[config.mk]
export PLATFORM = sky130hd
export DESIGN_NAME = quad_timer_event_capture
export DESIGN_NICKNAME = d
export VERILOG_FILES = /design/src/qtmr_pkg.sv /design/src/quad_timer_event_capture.sv /design/src/qtmr_prescaler.sv /design/src/qtmr_pair.sv
export SDC_FILE = /design/constraint.sdc
export NUM_CORES = 1
export LEC_CHECK = 0
export BUFFER_PORTS_ARGS = -buffer_cell sky130_fd_sc_hd__buf_4
export CAP_MARGIN = 10
export CELL_PAD_IN_SITES_DETAIL_PLACEMENT = 1
export CELL_PAD_IN_SITES_GLOBAL_PLACEMENT = 1
export CORE_MARGIN = 1.5
export CORE_UTILIZATION = 42
export CTS_CLUSTER_DIAMETER = 60
export DETAILED_ROUTE_END_ITERATION = 6
export GPL_ROUTABILITY_DRIVEN = 1
export PLACE_DENSITY_LB_ADDON = 0.05
export RECOVER_POWER = 50
export SKIP_CTS_REPAIR_TIMING = 1
export SLEW_MARGIN = 25
export SYNTH_ARGS = -nofsm -noshare
export SYNTH_HDL_FRONTEND = slang
export SYNTH_SLANG_ARGS = --single-unit
[constraint.sdc]
create_clock -name clock_i -period 4.4 [get_ports clock_i]
set_clock_uncertainty 0.2 [all_clocks]
set_input_delay 0 -clock clock_i [delete_from_list [all_inputs] [get_ports clock_i]]
set_output_delay 0 -clock clock_i [all_outputs]
set_load 0.1 [all_outputs]
[src/qtmr_pkg.sv]
// Package with register map, field layout and timing constants for the quad timer
package qtmr_pkg;
  // Word offsets (byte addresses) on the register bus
  localparam logic [4:0] off_pair_a_mode = 5'h00;
  localparam logic [4:0] off_pair_b_mode = 5'h04;
  localparam logic [4:0] off_timer0 = 5'h08;
  localparam logic [4:0] off_timer1 = 5'h0c;
  localparam logic [4:0] off_timer2 = 5'h10;
  localparam logic [4:0] off_timer3 = 5'h14;
  localparam logic [4:0] off_edge_sel = 5'h18;
  localparam logic [4:0] off_irq_status = 5'h1c;
  localparam logic [5:0] off_irq_mask_w = 6'h20;
  // Mode register field positions
  localparam int even_sel_lo = 0;
  localparam int even_sel_hi = 1;
  localparam int odd_sel_lo = 4;
  localparam int odd_sel_hi = 5;
  localparam int cap_bit = 7;
  // Clock select codes
  localparam logic [1:0] sel_ext = 2'h0;
  localparam logic [1:0] sel_div4 = 2'h1;
  localparam logic [1:0] sel_div16 = 2'h2;
  localparam logic [1:0] sel_div64 = 2'h3;
  // Prescaler ratios
  localparam int div_4 = 4;
  localparam int div_16 = 16;
  localparam int div_64 = 64;
  // Edge-select codes for the capture trigger
  localparam logic [1:0] edge_fall = 2'h1;
  localparam logic [1:0] edge_rise = 2'h2;
  localparam logic [1:0] edge_both = 2'h3;
  // Interrupt status bit positions
  localparam int irq_match0 = 0;
  localparam int irq_match1 = 1;
  localparam int irq_match2 = 2;
  localparam int irq_match3 = 3;
  localparam int irq_ext_a = 4;
  localparam int irq_ext_b = 5;
  localparam int irq_bits = 6;
  // Reset values
  localparam logic [7:0] mode_reset = 8'h00;
  localparam logic [7:0] compare_reset = 8'hff;
  // Configuration of one timer pair
  typedef struct packed {
    logic capture;
    logic [1:0] odd_sel;
    logic [1:0] even_sel;
    logic [1:0] edge_sel;
  } pair_cfg_t;
  // Events of one pair
  typedef struct packed {
    logic even_match;
    logic odd_match;
    logic trig;
  } pair_evt_t;
endpackage : qtmr_pkg

[src/quad_timer_event_capture.sv]
// Top of the quad timer with event counting, capture and Wishbone slave
//
// Implementation choices: the register offsets and register access over Wishbone.
`timescale 1ns/1ns
module quad_timer_event_capture (
  input wire logic clock_i, // System clock, 50 MHz
  input wire logic rst_i, // Async reset, active high
  input wire logic wb_cyc_i, // Wishbone cycle
  input wire logic wb_stb_i, // Wishbone strobe
  input wire logic wb_we_i, // Wishbone write enable
  input wire logic [5:0] wb_adr_i, // Wishbone byte address
  input wire logic [3:0] wb_sel_i, // Wishbone byte selects
  input wire logic [31:0] wb_dat_i, // Wishbone write data
  output logic [31:0] wb_dat_o, // Wishbone read data
  output logic wb_ack_o, // Wishbone acknowledge
  input wire logic count_pin_a_i, // External count pin, timer 0
  input wire logic count_pin_b_i, // External count pin, timer 2
  input wire logic capture_trigger_a_i, // Capture trigger pin, pair A
  input wire logic capture_trigger_b_i, // Capture trigger pin, pair B
  output logic irq_o // Level interrupt
);
  logic [7:0] timer_pair_a_mode;
  logic [7:0] timer_pair_b_mode;
  logic [3:0] edge_select_reg;
  logic [qtmr_pkg::irq_bits-1:0] irq_status;
  logic [qtmr_pkg::irq_bits-1:0] irq_mask;
  logic [qtmr_pkg::irq_bits-1:0] irq_events;
  logic tick4;
  logic tick16;
  logic tick64;
  logic access;
  logic wr;
  logic [3:0] we_cmp;
  logic [7:0] rd_val [0:3];
  qtmr_pkg::pair_cfg_t cfg [0:1];
  qtmr_pkg::pair_evt_t evt [0:1];
  logic [31:0] next_rdata;

  qtmr_prescaler #(.width(6)) u_prescaler (
    .clock_i(clock_i),
    .rst_i(rst_i),
    .tick4_o(tick4),
    .tick16_o(tick16),
    .tick64_o(tick64)
  );

  // Pair configuration from mode registers and the edge select register
  assign cfg[0] = '{capture: timer_pair_a_mode[qtmr_pkg::cap_bit],
                    odd_sel: timer_pair_a_mode[qtmr_pkg::odd_sel_hi:qtmr_pkg::odd_sel_lo],
                    even_sel: timer_pair_a_mode[qtmr_pkg::even_sel_hi:qtmr_pkg::even_sel_lo],
                    edge_sel: edge_select_reg[1:0]};
  assign cfg[1] = '{capture: timer_pair_b_mode[qtmr_pkg::cap_bit],
                    odd_sel: timer_pair_b_mode[qtmr_pkg::odd_sel_hi:qtmr_pkg::odd_sel_lo],
                    even_sel: timer_pair_b_mode[qtmr_pkg::even_sel_hi:qtmr_pkg::even_sel_lo],
                    edge_sel: edge_select_reg[3:2]};

  // Two identical pairs
  genvar p;
  generate
    for (p = 0; p < 2; p++) begin : g_pair
      qtmr_pair u_pair (
        .clock_i(clock_i),
        .rst_i(rst_i),
        .cfg_i(cfg[p]),
        .tick4_i(tick4),
        .tick16_i(tick16),
        .tick64_i(tick64),
        .count_pin_i(p == 0 ? count_pin_a_i : count_pin_b_i),
        .trig_pin_i(p == 0 ? capture_trigger_a_i : capture_trigger_b_i),
        .wdata_i(wb_dat_i[7:0]),
        .even_we_i(we_cmp[2*p]),
        .odd_we_i(we_cmp[2*p+1]),
        .even_rd_o(rd_val[2*p]),
        .odd_rd_o(rd_val[2*p+1]),
        .evt_o(evt[p])
      );
    end
  endgenerate

  // Bus decode: single-cycle ack, write in the cycle before ack
  assign access = wb_cyc_i & wb_stb_i & ~wb_ack_o;
  assign wr = access & wb_we_i & wb_sel_i[0];
  assign we_cmp[0] = wr & (wb_adr_i == 6'(qtmr_pkg::off_timer0));
  assign we_cmp[1] = wr & (wb_adr_i == 6'(qtmr_pkg::off_timer1));
  assign we_cmp[2] = wr & (wb_adr_i == 6'(qtmr_pkg::off_timer2));
  assign we_cmp[3] = wr & (wb_adr_i == 6'(qtmr_pkg::off_timer3));

  // Ack generation
  always_ff @(posedge clock_i or posedge rst_i) begin
    if (rst_i) wb_ack_o <= 1'b0;
    else wb_ack_o <= access;
  end

  // Read mux
  always_comb begin
    next_rdata = 32'h0000_0000;
    case (wb_adr_i)
      6'(qtmr_pkg::off_pair_a_mode): next_rdata[7:0] = timer_pair_a_mode;
      6'(qtmr_pkg::off_pair_b_mode): next_rdata[7:0] = timer_pair_b_mode;
      6'(qtmr_pkg::off_timer0): next_rdata[7:0] = rd_val[0];
      6'(qtmr_pkg::off_timer1): next_rdata[7:0] = rd_val[1];
      6'(qtmr_pkg::off_timer2): next_rdata[7:0] = rd_val[2];
      6'(qtmr_pkg::off_timer3): next_rdata[7:0] = rd_val[3];
      6'(qtmr_pkg::off_edge_sel): next_rdata[3:0] = edge_select_reg;
      6'(qtmr_pkg::off_irq_status): next_rdata[qtmr_pkg::irq_bits-1:0] = irq_status;
      qtmr_pkg::off_irq_mask_w: next_rdata[qtmr_pkg::irq_bits-1:0] = irq_mask;
      default: next_rdata = 32'h0000_0000;
    endcase
  end

  // Read data register
  always_ff @(posedge clock_i or posedge rst_i) begin
    if (rst_i) wb_dat_o <= 32'h0000_0000;
    else if (access && !wb_we_i) wb_dat_o <= next_rdata;
  end

  // Control registers
  always_ff @(posedge clock_i or posedge rst_i) begin
    if (rst_i) begin
      timer_pair_a_mode <= qtmr_pkg::mode_reset;
      timer_pair_b_mode <= qtmr_pkg::mode_reset;
      edge_select_reg <= 4'h0;
      irq_mask <= '0;
    end else if (wr) begin
      case (wb_adr_i)
        6'(qtmr_pkg::off_pair_a_mode): timer_pair_a_mode <= wb_dat_i[7:0];
        6'(qtmr_pkg::off_pair_b_mode): timer_pair_b_mode <= wb_dat_i[7:0];
        6'(qtmr_pkg::off_edge_sel): edge_select_reg <= wb_dat_i[3:0];
        qtmr_pkg::off_irq_mask_w: irq_mask <= wb_dat_i[qtmr_pkg::irq_bits-1:0];
        default: ;
      endcase
    end
  end

  // Event vector for the status register
  assign irq_events[qtmr_pkg::irq_match0] = evt[0].even_match;
  assign irq_events[qtmr_pkg::irq_match1] = evt[0].odd_match;
  assign irq_events[qtmr_pkg::irq_match2] = evt[1].even_match;
  assign irq_events[qtmr_pkg::irq_match3] = evt[1].odd_match;
  assign irq_events[qtmr_pkg::irq_ext_a] = evt[0].trig;
  assign irq_events[qtmr_pkg::irq_ext_b] = evt[1].trig;

  // Sticky status, write one to clear, set wins
  always_ff @(posedge clock_i or posedge rst_i) begin
    if (rst_i) irq_status <= '0;
    else if (wr && wb_adr_i == 6'(qtmr_pkg::off_irq_status))
      irq_status <= (irq_status & ~wb_dat_i[qtmr_pkg::irq_bits-1:0]) | irq_events;
    else irq_status <= irq_status | irq_events;
  end

  // Interrupt output
  always_ff @(posedge clock_i or posedge rst_i) begin
    if (rst_i) irq_o <= 1'b0;
    else irq_o <= |(irq_status & irq_mask);
  end
endmodule : quad_timer_event_capture

[src/qtmr_prescaler.sv]
// Shared prescaler giving divide-by-4, 16 and 64 enable pulses
`timescale 1ns/1ns
module qtmr_prescaler #(
  parameter int width = 6
) (
  input wire logic clock_i, // System clock
  input wire logic rst_i, // Async reset, active high
  output logic tick4_o, // One-cycle pulse every 4 clocks
  output logic tick16_o, // One-cycle pulse every 16 clocks
  output logic tick64_o // One-cycle pulse every 64 clocks
);
  logic [width-1:0] count;

  initial begin
    if (width != 6) $error("prescaler width must be 6");
  end

  // Free-running divider
  always_ff @(posedge clock_i or posedge rst_i) begin
    if (rst_i) count <= '0;
    else count <= count + 1'b1;
  end

  // Pulses on terminal counts
  assign tick4_o = (count[1:0] == 2'(qtmr_pkg::div_4 - 1));
  assign tick16_o = (count[3:0] == 4'(qtmr_pkg::div_16 - 1));
  assign tick64_o = (count == 6'(qtmr_pkg::div_64 - 1));
endmodule : qtmr_prescaler

[src/qtmr_pair.sv]
// One timer pair: two 8-bit counters or one cascaded 16-bit counter with capture
`timescale 1ns/1ns
module qtmr_pair (
  input wire logic clock_i, // System clock
  input wire logic rst_i, // Async reset, active high
  input wire qtmr_pkg::pair_cfg_t cfg_i, // Pair mode and clock selects
  input wire logic tick4_i, // Prescale pulse /4
  input wire logic tick16_i, // Prescale pulse /16
  input wire logic tick64_i, // Prescale pulse /64
  input wire logic count_pin_i, // External count pin, falling edge counts
  input wire logic trig_pin_i, // Capture trigger pin
  input wire logic [7:0] wdata_i, // Compare write data
  input wire logic even_we_i, // Write even compare
  input wire logic odd_we_i, // Write odd compare
  output logic [7:0] even_rd_o, // Even address read value
  output logic [7:0] odd_rd_o, // Odd address read value
  output qtmr_pkg::pair_evt_t evt_o // One-cycle events
);
  logic [7:0] even_cnt;
  logic [7:0] odd_cnt;
  logic [7:0] even_cmp;
  logic [7:0] odd_cmp;
  logic [15:0] capture;
  logic count_pin_q;
  logic trig_pin_q;
  logic ext_fall;
  logic trig_fall;
  logic trig_rise;
  logic trig;
  logic cascade;
  logic even_tick;
  logic odd_tick;
  logic even_hit;
  logic odd_hit;
  logic wide_hit;

  // Edge detection on the pins
  always_ff @(posedge clock_i or posedge rst_i) begin
    if (rst_i) begin
      count_pin_q <= 1'b1;
      trig_pin_q <= 1'b1;
    end else begin
      count_pin_q <= count_pin_i;
      trig_pin_q <= trig_pin_i;
    end
  end

  assign ext_fall = count_pin_q & ~count_pin_i;
  assign trig_fall = trig_pin_q & ~trig_pin_i;
  assign trig_rise = ~trig_pin_q & trig_pin_i;
  // Edge selection for capture trigger
  always_comb begin
    case (cfg_i.edge_sel)
      qtmr_pkg::edge_fall: trig = trig_fall;
      qtmr_pkg::edge_rise: trig = trig_rise;
      qtmr_pkg::edge_both: trig = trig_fall | trig_rise;
      default: trig = 1'b0;
    endcase
  end

  // Mode decode: zero odd select cascades
  assign cascade = (cfg_i.odd_sel == qtmr_pkg::sel_ext);

  // Even clock: external or prescaled
  always_comb begin
    case (cfg_i.even_sel)
      qtmr_pkg::sel_ext: even_tick = ext_fall;
      qtmr_pkg::sel_div4: even_tick = tick4_i;
      qtmr_pkg::sel_div16: even_tick = tick16_i;
      default: even_tick = tick64_i;
    endcase
  end

  // Odd clock: internal only
  always_comb begin
    case (cfg_i.odd_sel)
      qtmr_pkg::sel_div4: odd_tick = tick4_i;
      qtmr_pkg::sel_div16: odd_tick = tick16_i;
      qtmr_pkg::sel_div64: odd_tick = tick64_i;
      default: odd_tick = 1'b0;
    endcase
  end

  assign even_hit = even_tick & (even_cnt == even_cmp);
  assign odd_hit = odd_tick & (odd_cnt == odd_cmp);
  assign wide_hit = even_tick & ({odd_cnt, even_cnt} == {odd_cmp, even_cmp});

  // Compare registers, write only
  always_ff @(posedge clock_i or posedge rst_i) begin
    if (rst_i) begin
      even_cmp <= qtmr_pkg::compare_reset;
      odd_cmp <= qtmr_pkg::compare_reset;
    end else begin
      if (even_we_i) even_cmp <= wdata_i;
      if (odd_we_i) odd_cmp <= wdata_i;
    end
  end

  // Even counter (low byte when cascaded)
  always_ff @(posedge clock_i or posedge rst_i) begin
    if (rst_i) even_cnt <= 8'h00;
    else if (cfg_i.capture && trig) even_cnt <= 8'h00;
    else if (cascade && wide_hit) even_cnt <= 8'h00;
    else if (!cascade && even_hit) even_cnt <= 8'h00;
    else if (even_tick) even_cnt <= even_cnt + 8'h01;
  end

  // Odd counter (high byte when cascaded)
  always_ff @(posedge clock_i or posedge rst_i) begin
    if (rst_i) odd_cnt <= 8'h00;
    else if (cascade) begin
      if (cfg_i.capture && trig) odd_cnt <= 8'h00;
      else if (wide_hit) odd_cnt <= 8'h00;
      else if (even_tick && even_cnt == 8'hff) odd_cnt <= odd_cnt + 8'h01;
    end else if (odd_hit) odd_cnt <= 8'h00;
    else if (odd_tick) odd_cnt <= odd_cnt + 8'h01;
  end

  // Capture register
  always_ff @(posedge clock_i or posedge rst_i) begin
    if (rst_i) capture <= 16'h0000;
    else if (cfg_i.capture && trig) capture <= {cascade ? odd_cnt : 8'h00, even_cnt};
  end

  // Read paths and events
  assign even_rd_o = cfg_i.capture ? capture[7:0] : even_cnt;
  assign odd_rd_o = (cfg_i.capture && cascade) ? capture[15:8] : odd_cnt;
  assign evt_o.even_match = !cfg_i.capture && (cascade ? wide_hit : even_hit);
  assign evt_o.odd_match = !cascade && odd_hit;
  assign evt_o.trig = trig;
endmodule : qtmr_pair

## After elaboration in Yosys (flattened, before gate mapping)

Cells that the tools add are included.

| word-level totals | value |
|---|---|
| logic and storage cells | 174 |
| bits in registers | 148 |
| input port bits | 51 |
| output and inout port bits | 34 |

| cells by class | value |
|---|---|
| add/subtract/negate cells | 5 |
| mux-type cells | 38 |
| bitwise logic cells | 34 |
| reduce and logical (&&, ||, !) cells | 37 |
| equality and inequality tests | 37 |

Operator list:

| cell | count |
|---|---|
| 8-bit 2-to-1 mux | 26 |
| 4-bit one-hot mux with 9 select lines | 1 |
| 8-bit by 1-bit adder with 8-bit output (second input constant) | 4 |
| 16-bit == test | 2 |
| 8-bit == test | 4 |
| 6-bit by 5-bit == test with 1-bit output (second input constant) | 4 |
| 2-bit == test (second input constant) | 11 |
| 1-bit bitwise AND | 20 |
| 1-bit one-hot mux with 3 select lines | 6 |
| 8-bit == test (second input constant) | 2 |
| 1-bit logical AND | 16 |
| 2-bit one-hot mux with 8 select lines | 1 |
| 6-bit bitwise AND | 2 |
| 2-bit by 1-bit == test with 1-bit output (second input constant) | 6 |
| 6-bit by 4-bit == test with 1-bit output (second input constant) | 2 |
| 6-bit == test (second input constant) | 2 |
| 6-bit OR | 2 |
| 2-bit one-hot mux with 6 select lines | 1 |
| 2-bit AND reduction | 6 |
| 2-bit zero test | 4 |
| 4-bit inequality test (second input constant) | 2 |
| 4-bit nonzero test | 2 |
| 1-bit NOT | 7 |
| 6-bit by 1-bit adder with 6-bit output (second input constant) | 1 |
| other kinds (10) | 17 |

## Depth between registers and ports, before layout

Gate-level depths: netlist (run 1).

| logic depth | value |
|---|---|
| depth after elaboration | 8 |
| depth in mapped cells | 10 |
| mapped depth without buffers | 9 |

## By module

From an unflattened synthesis (run 1), not the netlist that was laid out.

| second synthesis, totals | value |
|---|---|
| cell total of the unflattened synthesis | 676 |
| area total of the unflattened synthesis | 8027.7 um^2 |

By module, submodules not included:

| module | area each (um^2) | instances | seq. area each (um^2) | cells an instance |
|---|---|---|---|---|
| qtmr_pair | 2701.3 | 2 | 1273.7 | 229 |
| quad_timer_event_capture | 2388.5 | 1 | 1051.0 | 200 |
| qtmr_prescaler | 236.5 | 1 | 150.1 | 18 |

## Worst setup path before layout (run 1)

No wires, ideal clock.

| timing | value |
|---|---|
| path type | flip-flop to flip-flop |
| start | register u_prescaler.count[0] |
| end | register g_pair[1].u_pair.odd_cnt[6] |
| arrival time | 2400 ps |
| data required time | 4069 ps |
| period minus slack after synthesis | 2732 ps |
| buffers on the path | 2 |
| slack | 1668 ps |
| stages on the path, launching flop included | 11 |
| library setup time | 131 ps |
| cell sequence | dfrtp_1 > ha_1 > clkbuf_1 > nand3_2 > o21ai_2 > nor2_4 > or4b_4 > a41oi_4 > buf_6 > a2bb2oi_1 > o31ai_1 |

| on the way | value |
|---|---|
| word-level cells in the longest chain between the ends | 6 |
| elaborated cells on any way between the ends | 15 |
| those cells by class | eq/ne (4); mux (6); bitwise (2); reduce/logical (3) |

RTL lines:

| item | RTL line | source |
|---|---|---|
| start: declaration | qtmr_prescaler.sv:12 | `logic [width-1:0] count;` |
| start signal: assignment | qtmr_prescaler.sv:21 | `else count <= count + 1'b1;` |
| 6-bit == test, or another cell as far along | qtmr_prescaler.sv:27 | `assign tick64_o = (count == 6'(qtmr_pkg::div_64 - 1));` |
| 1-bit one-hot mux with 3 select lines | qtmr_pair.sv:66 | `case (cfg_i.even_sel)` |
| 1-bit bitwise AND | qtmr_pair.sv:86 | `assign wide_hit = even_tick & ({odd_cnt, even_cnt} == {odd_cmp, even_cmp});` |
| 8-bit 2-to-1 mux | qtmr_pair.sv:113 | `else if (wide_hit) odd_cnt <= 8'h00;` |
| 8-bit 2-to-1 mux | qtmr_pair.sv:112 | `if (cfg_i.capture && trig) odd_cnt <= 8'h00;` |
| 8-bit 2-to-1 mux | qtmr_pair.sv:111 | `else if (cascade) begin` |
| end signal: assignment | qtmr_pair.sv:114 | `else if (even_tick && even_cnt == 8'hff) odd_cnt <= odd_cnt + 8'h01;` |
| end signal: assignment | qtmr_pair.sv:116 | `else if (odd_tick) odd_cnt <= odd_cnt + 8'h01;` |
| end: declaration | qtmr_pair.sv:20 | `logic [7:0] odd_cnt;` |

Several ways; a longest one is shown, not always the timed one.
A chain may end at the register's enable or synchronous reset.

## Worst setup path after layout (run 1)

| timing | value |
|---|---|
| start | register u_prescaler.count[0] |
| end | register g_pair[1].u_pair.odd_cnt[7] |

The elaborated chain is that of the path after synthesis.

==> impl_metrics.yaml, run 1 <==
critical_path:
  r2r_cells: 8
  crit-reg2reg-launch: "u_prescaler.count[0]$_DFF_PP0_"
  criticalPathCategory: "register to register"
  r2r_end: "g_pair[1].u_pair.odd_cnt[7]$_DFFE_PP0P_"
  slowest_stage: "or4b_4"
  cp-end-kind: "register"
  critPathMaxStageDelay_ns: 0.58
  reg2reg_slack_ns: 1.03
  path_max_fanout: 12
  cp_cell_sequence: "ha_1 -> nand3_1 -> o21ai_2 -> nor2_4 -> or4b_4 -> a41oi_4 -> nand2_2 -> o31ai_1"
  crit_required_ns: 4.53
  start_kind: "register"
  arrival_ns: 3.49
final_layout:
  syn2layout_area_growth_pct: 14.60
  layout-drive-gt1-share_pct: 24.04
  final_util_pct: 49.36
  layout.nets: 829
  fill_cells: 1949
  largest-register: "g_pair.u_pair.capture"
  diodes: 0
  largest_register_ffs: 32
yosys:
  synthTopCellsByArea: "dfrtp_1, mux2_2, dfstp_2, nand2_1, xnor2_1"
  async_flop_share_pct: 100.0
  yosysMostFrequentCell: "dfrtp_1"
  synth_cell_type_count: 59
  synthTopCellsByCount: "dfrtp_1, mux2_2, nand2_1, nor2_1, dfstp_2"
  synth_seq_cells: 148
  synth_edf_count: 0
  synthesis.area_um2: 7764
  synth_ff_type: "dfrtp_1"
  synth.avg_cell_area_um2: 10.71
  yosysWarningCount: 0
  synthCells: 725
  post-synth-top-area-cell: "dfrtp_1"
  synth_top_area_share_pct: 36.10
  yosysSeqAreaShare_pct: 48.28
pwr:
  seqPwrFrac_pct: 42.7
  p_sw_mw: 1.235
  intPower_mw: 2.717
  pwr-share-comb_pct: 17.8
  p_per_area_nw_per_um2: 444.2
  pwr-share-clk_pct: 39.5
  power_leakage_nw: 3.993
  switching_share_pct: 31.25
  ir_worst_vdd_mv: 0.3220
cts:
  clk_pin_slew_ns: 0.06
  cts_max_level: 4
  cts_tree: "done"
  cts_sinks: 148
  cts_max_path_buffers: 2
  clk_latency_ns: 0.42
  cts_made_buffers: 17
  clockRootBuffer: "clkbuf_16"
floorplan:
  coreArea_um2: 18020
  rows: 49
  start_util_pct: 43.07
  fp.dieArea_um2: 19310
  dieWidth_um: 139.0
  die_h_um: 139.0
  io_pins: 85
global_routing:
  antenna_found_initial: 1
  overflow: 0
  grt_max_degree: 68
  grt_use_total_pct: 23.47
  grt_pass1_wl_um: 34670
  grt_pass1_vias: 5955
drt:
  drt_iter0_markers: 322
  wl_per_cell_um: 21.75
  route.detailed.drc: 0
  first_pass_iters: 4
  num_vias: 5650
  ant_nets: 0
  via_per_inst: 5.589
  wirelength_um: 21990
sta:
  finalHoldWorstSlack_ns: -0.04582
  setup_viol: 0
  max_slew.worst_pin.slew_ns: 3.136
  maxSlewViolCount: 68
  fmaxAchievable_mhz: 296.8
  slew_headroom_pct: -110.2
  rsz0062_at_grt: "no"
  final_hold_viol_count: 2
  tns_ns: 0
  min_period_over_period_pct: 76.57
  period_minus_slack_ns: 3.369
min_path:
  min-delay-start: "wb_adr_i[4]"
  whs_endpoint: "wb_dat_o[0]$_DFFE_PP0P_"
  holdCritPathClass: "input port to register"
  whs_path_depth: 5
outcome:
  status: "finished, violations left"
  failed_checks: "hold timing, capacitance limit, slew limit"
place:
  dp_hpwl_um: 15510
  gp_congestion: 0.8126
  port_buffers: 33
job:
  maxCapViolCount: 1
## how the worst max path moves through the flow
stage / start / endpoint / slack, ns / cells past startpoint
global placement: u_prescaler.count[0]$_DFF_PP0_ / g_pair[1].u_pair.odd_cnt[6]$_DFFE_PP0P_ / 1.28 / 8
global route: rst_i / g_pair[1].u_pair.even_cnt[4]$_DFFE_PP0P_ / 0.58 / 4
CTS: u_prescaler.count[0]$_DFF_PP0_ / g_pair[1].u_pair.odd_cnt[7]$_DFFE_PP0P_ / 1.12 / 8
finish: u_prescaler.count[0]$_DFF_PP0_ / g_pair[1].u_pair.odd_cnt[7]$_DFFE_PP0P_ / 1.03 / 8
floorplan: rst_i / edge_select_reg[0]$_DFFE_PP0P_ / 0.28 / 1
detailed placement: u_prescaler.count[0]$_DFF_PP0_ / g_pair[1].u_pair.odd_cnt[7]$_DFFE_PP0P_ / 1.15 / 8
## logic make-up (layout without fill, tap and decap cells)
group | count (synthesis) | count (layout) | synth area share (%)
AO/OA/AOI/OAI | 127 | 127 | 11.67
XOR/XNOR | 50 | 50 | 5.641
adder cells (fa/ha/maj) | 9 | 9 | 1.450
buffers and inverters | 73 | 107 | 4.802
flip-flops | 148 | 148 | 48.28
multiplexers | 102 | 102 | 14.54
other | 1 | 24 | 0.04830
AND/OR/NAND/NOR | 215 | 215 | 13.57
## worst max-delay path: cells and delay by family, from the launching register on
kind                       cells  cell delay [ns]
and+or+nand+nor                4             1.18
AOI/OAI and AO/OA              3             1.13
DFF                            1             0.39
adders and majority gates      1             0.37
## power by group through the flow
stage / clock (mW) / combinational, mW / sequential (mW)
final: 1.56 / 0.702 / 1.69
after global routing: 1.65 / 0.773 / 1.71
after CTS: 1.60 / 0.708 / 1.69
after detailed placement: 0 / 0.699 / 1.71
after global placement: 0 / 0.676 / 1.70
after floorplan: 0 / 0.531 / 1.66
## per-layer routing
| metal | up-vias | track usage, % | wire, um |
|---|---|---|---|
| met5 | - | 0 | 0 |
| met4 | 0 | 7.511 | 337 |
| met3 | 19 | 4.316 | 1094 |
| met2 | 114 | 40.41 | 11230 |
| met1 | 2872 | 29.91 | 9335 |
| li1 | 2645 | - | - |
## cells in the final DEF (no fill, tap or decap), types with 4 or more instances in the layout
cell	count
dfstp_2	36
mux2_2	86
and3_1	15
nand2b_1	6
mux2i_1	16
nand4_1	10
a311oi_1	5
xor2_1	24
nor4_1	4
ha_1	9
nand2_1	73
a21o_1	5
nor3_1	11
conb_1	24
a21oi_1	20
a31oi_1	7
nand3_1	23
buf_4	23
clkbuf_1	15
o21ai_0	33
a22oi_1	4
xnor2_1	26
inv_1	15
a22o_1	16
nor2_1	40
o221ai_1	4
clkbuf_16	17
a222oi_1	5
dfrtp_1	112
a211oi_1	8
dlygate4sd3_1	19
bufinv_16	4
nor2b_1	16
or3_1	4
## stage by stage
| stage | cells | power (mW) | instance area, um^2 | worst slack (ns) |
|---|---|---|---|---|
| after floorplan | 748 | 2.191 | 7850 | 0.2799 |
| after global routing | 1011 | 4.132 | 8897 | 0.5789 |
| after detailed placement | 960 | 2.410 | 8129 | 1.154 |
| after CTS | 992 | 3.994 | 8763 | 1.121 |
| final | 1011 | 3.952 | 8897 | 1.031 |
| after global placement | 960 | 2.380 | 8129 | 1.276 |
## cell type report
type / count / area (um^2) / share of cell area [%]
Clock inverter: 12 / 177.7 / 1.997
Sequential cell: 148 / 3749 / 42.13
Inverter: 16 / 61.31 / 0.6891
Timing Repair Buffer: 59 / 435.4 / 4.894
Multi-Input combinational cell: 527 / 3731 / 41.94
Tap cell: 229 / 286.5 / 3.220
Clock buffer: 20 / 456.7 / 5.133
Power figures use the tool's default switching activity.
==> inputs of run 2 (changes only) <==
--- a/config.mk
+++ b/config.mk
@@ -10,7 +10,7 @@
 export CELL_PAD_IN_SITES_DETAIL_PLACEMENT = 1
 export CELL_PAD_IN_SITES_GLOBAL_PLACEMENT = 1
 export CORE_MARGIN = 1.5
-export CORE_UTILIZATION = 42
+export CORE_UTILIZATION = 47
 export CTS_CLUSTER_DIAMETER = 60
 export DETAILED_ROUTE_END_ITERATION = 6
 export GPL_ROUTABILITY_DRIVEN = 1
==> constraint.sdc (replaced) <==
create_clock -name clock_i -period 3.41 [get_ports clock_i]
set_clock_uncertainty 0.2 [all_clocks]
set_input_delay 0 -clock clock_i [delete_from_list [all_inputs] [get_ports clock_i]]
set_output_delay 0 -clock clock_i [all_outputs]
set_load 0.1 [all_outputs]
==> impl_metrics.yaml, run 2 (same netlist as run 1, synthesis figures left out) <==
cts:
  clockRootBuffer: "clkbuf_16"
  cts_max_path_buffers: 2
  clk_latency_ns: 0.42
  cts_max_level: 4
  clk_pin_slew_ns: 0.06
  cts_sinks: 148
  cts_made_buffers: 17
  cts_tree: "done"
sta:
  max_slew.worst_pin.slew_ns: 2.099
  min_period_over_period_pct: 90.82
  final_hold_viol_count: 1
  rsz0062_at_grt: "no"
  setup_viol: 0
  finalHoldWorstSlack_ns: -0.002139
  period_minus_slack_ns: 3.097
  tns_ns: 0
  maxSlewViolCount: 149
  slew_headroom_pct: -39.90
  fmaxAchievable_mhz: 322.9
floorplan:
  coreArea_um2: 16000
  rows: 46
  io_pins: 85
  dieWidth_um: 131.5
  die_h_um: 131.5
  start_util_pct: 48.52
  fp.dieArea_um2: 17300
final_layout:
  layout-drive-gt1-share_pct: 26.11
  diodes: 0
  layout_common_cells: "dfrtp_1, mux2_2, nand2_1, nor2_1, buf_4"
  layout_commonest_cell: "dfrtp_1"
  layout.nets: 832
  largest-register: "g_pair.u_pair.capture"
  fill_cells: 1741
  stdcell_count: 1001
  syn2layout_area_growth_pct: 16.58
  largest_register_ffs: 32
drt:
  via_per_inst: 5.820
  drt_iter0_markers: 455
  ant_nets: 0
  route.detailed.drc: 0
  first_pass_iters: 6
  wl_per_cell_um: 21.95
  wirelength_um: 21970
  num_vias: 5826
job:
  maxCapViolCount: 1
critical_path:
  criticalPathCategory: "register to register"
  cp_cell_sequence: "or4b_1 -> o21ai_2 -> nor2_4 -> or4b_4 -> a41oi_4 -> nand2_2 -> o31ai_1"
  cp-end-kind: "register"
  critPathMaxStageDelay_ns: 0.58
  arrival_ns: 3.22
  r2r_cells: 7
  path_max_fanout: 12
  start_kind: "register"
  critPathLaunch: "timer_pair_b_mode[1]$_DFFE_PP0P_"
  slowest_stage: "or4b_4"
  crit_required_ns: 3.54
  crit-reg2reg-launch: "timer_pair_b_mode[1]$_DFFE_PP0P_"
place:
  dp_hpwl_um: 14910
  gp_congestion: 0.8620
  port_buffers: 33
  dp.cells: 950
min_path:
  whs_path_depth: 5
  holdCritPathClass: "input port to register"
  min-delay-start: "wb_adr_i[4]"
global_routing:
  overflow: 0
  grt_max_degree: 149
  grt_pass1_vias: 5953
  antenna_found_initial: 1
  grt_use_total_pct: 25.96
  grt_pass1_wl_um: 34510
pwr:
  power_leakage_nw: 4.095
  p_per_area_nw_per_um2: 598.9
  ir_worst_vdd_mv: 0.4024
outcome:
  failed_checks: "hold timing, capacitance limit, slew limit"
  status: "finished, violations left"
run 2: routing by layer:
layer  up-vias  wire length (um)  GRT usage [%]
met5         -                 0              0
met4         0               267          6.605
met3        16               853          5.093
met2       147             10350          40.99
met1      3022             10500          36.68
li1       2641                 -              -
run 2: cell type report:
cell class	instances	area (um^2)	share of cell area [%]
flip-flops and latches	148	3749	41.42
multi-input cells	527	3739	41.31
repair buffers	62	501.7	5.543
clock inverters	13	275.3	3.041
well taps	216	270.3	2.986
clock buffers	19	452.9	5.004
inverters	16	63.81	0.7050
run 2: worst paths after layout:
kind / to / slack [ns]
min in group asynchronous: g_pair[1].u_pair.odd_cnt[6]$_DFFE_PP0P_ / 0.66
min: wb_dat_o[0]$_DFFE_PP0P_ / -0.002
max in group asynchronous: timer_pair_b_mode[3]$_DFFE_PP0P_ / 0.97
min reg2reg: wb_dat_o[3]$_DFFE_PP0P_ / 0.29
max reg2reg: g_pair[1].u_pair.odd_cnt[7]$_DFFE_PP0P_ / 0.31
max: g_pair[1].u_pair.odd_cnt[7]$_DFFE_PP0P_ / 0.31
run 2: critical path, delay by kind of cell (launching register included):
kind	cells	cell delay [ns]
AND/OR/NAND/NOR	4	1.43
flip-flops	1	0.47
AO/OA/AOI/OAI	3	0.88
run 2: per-stage QoR:
step                      instance area (um^2)  hold WS (ns)  util, %  worst slack, ns  power, mW
after floorplan                           7854       -0.1955        -           0.6782      2.828
after global placement                    8147      -0.08069    50.91           0.4218      3.067
after detailed placement                  8147      -0.08054    50.91           0.2644      3.112
after CTS                                 8875       -0.5218    55.47           0.2434      5.445
after global routing                      9051       0.03660    56.57           0.1150      5.628
final                                     9051     -0.002139    56.57           0.3131      5.421
run 2: report_power, final:
group,switching (mW),internal [mW],leakage [nW]
combinational,0.587,0.341,1.90
clock,0.750,1.56,0.354
sequential,0.271,1.91,1.84
total,1.61,3.81,4.10
==> inputs of run 3 (changes only) <==
--- a/config.mk
+++ b/config.mk
@@ -9,13 +9,11 @@
 export CAP_MARGIN = 10
 export CELL_PAD_IN_SITES_DETAIL_PLACEMENT = 1
 export CELL_PAD_IN_SITES_GLOBAL_PLACEMENT = 1
-export CORE_MARGIN = 1.5
 export CORE_UTILIZATION = 47
 export CTS_CLUSTER_DIAMETER = 60
 export DETAILED_ROUTE_END_ITERATION = 6
 export GPL_ROUTABILITY_DRIVEN = 1
 export PLACE_DENSITY_LB_ADDON = 0.05
-export RECOVER_POWER = 50
 export SKIP_CTS_REPAIR_TIMING = 1
 export SLEW_MARGIN = 25
 export SYNTH_ARGS = -nofsm -noshare
==> constraint.sdc (replaced) <==
create_clock -name clock_i -period 3.5 [get_ports clock_i]
set_clock_uncertainty 0.2 [all_clocks]
set_input_delay 0 -clock clock_i [delete_from_list [all_inputs] [get_ports clock_i]]
set_output_delay 0 -clock clock_i [all_outputs]
set_load 0.1 [all_outputs]
==> impl_metrics.yaml, run 3 (same netlist as run 1, synthesis figures left out) <==
critical_path:
  criticalPathCategory: "register to register"
  cp-end-kind: "register"
  critPathCapture: "g_pair[1].u_pair.odd_cnt[7]$_DFFE_PP0P_"
  crit_required_ns: 3.63
  r2r_cells: 8
  path_max_fanout: 12
  reg2reg_slack_ns: 0.34
  cp_cell_sequence: "ha_1 -> nand3_2 -> o21ai_2 -> nor2_4 -> or4b_4 -> a41oi_4 -> nand2_2 -> o31ai_1"
  arrival_ns: 3.30
  slowest_stage: "or4b_4"
  r2r_end: "g_pair[1].u_pair.odd_cnt[7]$_DFFE_PP0P_"
  crit-reg2reg-launch: "u_prescaler.count[0]$_DFF_PP0_"
  critPathLaunch: "u_prescaler.count[0]$_DFF_PP0_"
  critPathMaxStageDelay_ns: 0.58
  start_kind: "register"
pwr:
  ir_worst_vdd_mv: 0.3734
  p_per_area_nw_per_um2: 572.4
  finalPower_mw: 5.227
  power_leakage_nw: 4.144
drt:
  wl_per_cell_um: 22.04
  via_per_inst: 5.831
  drt_iter0_markers: 325
  wirelength_um: 22220
  num_vias: 5878
  first_pass_iters: 5
  route.detailed.drc: 0
  ant_nets: 0
global_routing:
  overflow: 0
  grt_pass1_wl_um: 34930
  antenna_found_initial: 1
  grt_pass1_vias: 6041
  grt_use_total_pct: 28.10
  grt_max_degree: 44
floorplan:
  dieWidth_um: 130.5
  rows: 46
  die_h_um: 130.5
  io_pins: 85
  start_util_pct: 48.52
  fp.dieArea_um2: 17040
  coreArea_um2: 16000
final_layout:
  layout-drive-gt1-share_pct: 26.39
  layout.nets: 839
  largest-register: "g_pair.u_pair.capture"
  layout_common_cells: "dfrtp_1, mux2_2, nand2_1, buf_4, nor2_1"
  syn2layout_area_growth_pct: 17.63
  stdcell_count: 1008
  diodes: 0
  layout_commonest_cell: "dfrtp_1"
  largest_register_ffs: 32
  fill_cells: 1739
sta:
  fmaxAchievable_mhz: 316.2
  tns_ns: 0
  maxSlewViolCount: 0
  setup_viol: 0
  slew_headroom_pct: 42.60
  min_period_over_period_pct: 90.36
  period_minus_slack_ns: 3.163
  max_slew.worst_pin.slew_ns: 0.8393
  final_hold_viol_count: 2
  finalHoldWorstSlack_ns: -0.01637
  rsz0062_at_grt: "no"
cts:
  clockRootBuffer: "clkbuf_16"
  cts_sinks: 148
  clk_pin_slew_ns: 0.06
  cts_max_path_buffers: 2
  cts_max_level: 4
  cts_made_buffers: 17
  cts_tree: "done"
  clk_latency_ns: 0.43
job:
  maxCapViolCount: 0
place:
  dp.cells: 956
  dp_hpwl_um: 15430
  gp_congestion: 0.8731
  port_buffers: 33
min_path:
  holdCritPathClass: "input port to register"
  min-delay-start: "wb_adr_i[4]"
outcome:
  status: "finished, violations left"
  failed_checks: "hold timing"
run 3: cell types whose count changed in the layout (fill, tap and decap cells not counted), sizes merged:
cell         previous run  this run
buf                    37        49
clkinv                  3         1
bufinv                  8         7
clkbuf                 25        24
clkinvlp                2         1
dlygate4sd3            19        20
inv                    16        15
run 3: metrics by stage:
step                      setup slack [ns]  hold WS [ns]  area, um^2  utilization, %
after floorplan                     0.7682       -0.1955        7854               -
final                               0.3374      -0.01637        9133           57.08
after CTS                           0.3461       -0.6078        8925           55.78
after global placement              0.4364      -0.08029        8177           51.10
after global routing                0.1773       0.02689        9133           57.08
after detailed placement            0.3745       -0.1496        8224           51.40
run 3: power breakdown:
part	switching, mW	internal [mW]	leakage, nW	total, mW
sequential	0.262	1.86	1.84	2.12
combinational	0.581	0.345	1.96	0.927
clock	0.708	1.47	0.339	2.18
total	1.55	3.68	4.14	5.23
run 3: how the worst min path moves through the flow:
stage	depth (start not counted)	slack, ns	end
global route	2	0.03	g_pair[0].u_pair.count_pin_q$_DFF_PP1_
finish	5	-0.02	wb_dat_o[0]$_DFFE_PP0P_
floorplan	0	-0.20	g_pair[0].u_pair.count_pin_q$_DFF_PP1_
CTS	3	-0.61	g_pair[1].u_pair.capture[11]$_DFFE_PP0N_
detailed placement	3	-0.15	g_pair[1].u_pair.capture[11]$_DFFE_PP0N_
global placement	1	-0.08	g_pair[0].u_pair.count_pin_q$_DFF_PP1_
run 3: layout make-up:
cell class / instances / area, um^2 / area share (%)
Clock buffer: 24 / 481.7 / 5.275
Clock inverter: 8 / 219.0 / 2.398
Inverter: 16 / 63.81 / 0.6987
Multi-Input combinational cell: 527 / 3736 / 40.91
Sequential cell: 148 / 3749 / 41.05
Tap cell: 216 / 270.3 / 2.959
Timing Repair Buffer: 69 / 613.1 / 6.713
run 3: worst max-delay path, delay by kind of cell, from the launching register on:
family / cells / cell delay [ns]
AO/OA/AOI/OAI: 3 / 1.06
AND/OR/NAND/NOR: 4 / 1.02
flip-flops: 1 / 0.39
adder cells (fa/ha/maj): 1 / 0.39
run 3: layer usage:
layer	routed length (um)	up-vias	global-route usage [%]	share of wire, %
met5	0	-	0	0
met3	1123	22	5.822	5.1
met1	10080	3030	39.08	45
li1	-	2655	-	-
met4	308	0	7.708	1.4
met2	10710	171	44.60	48
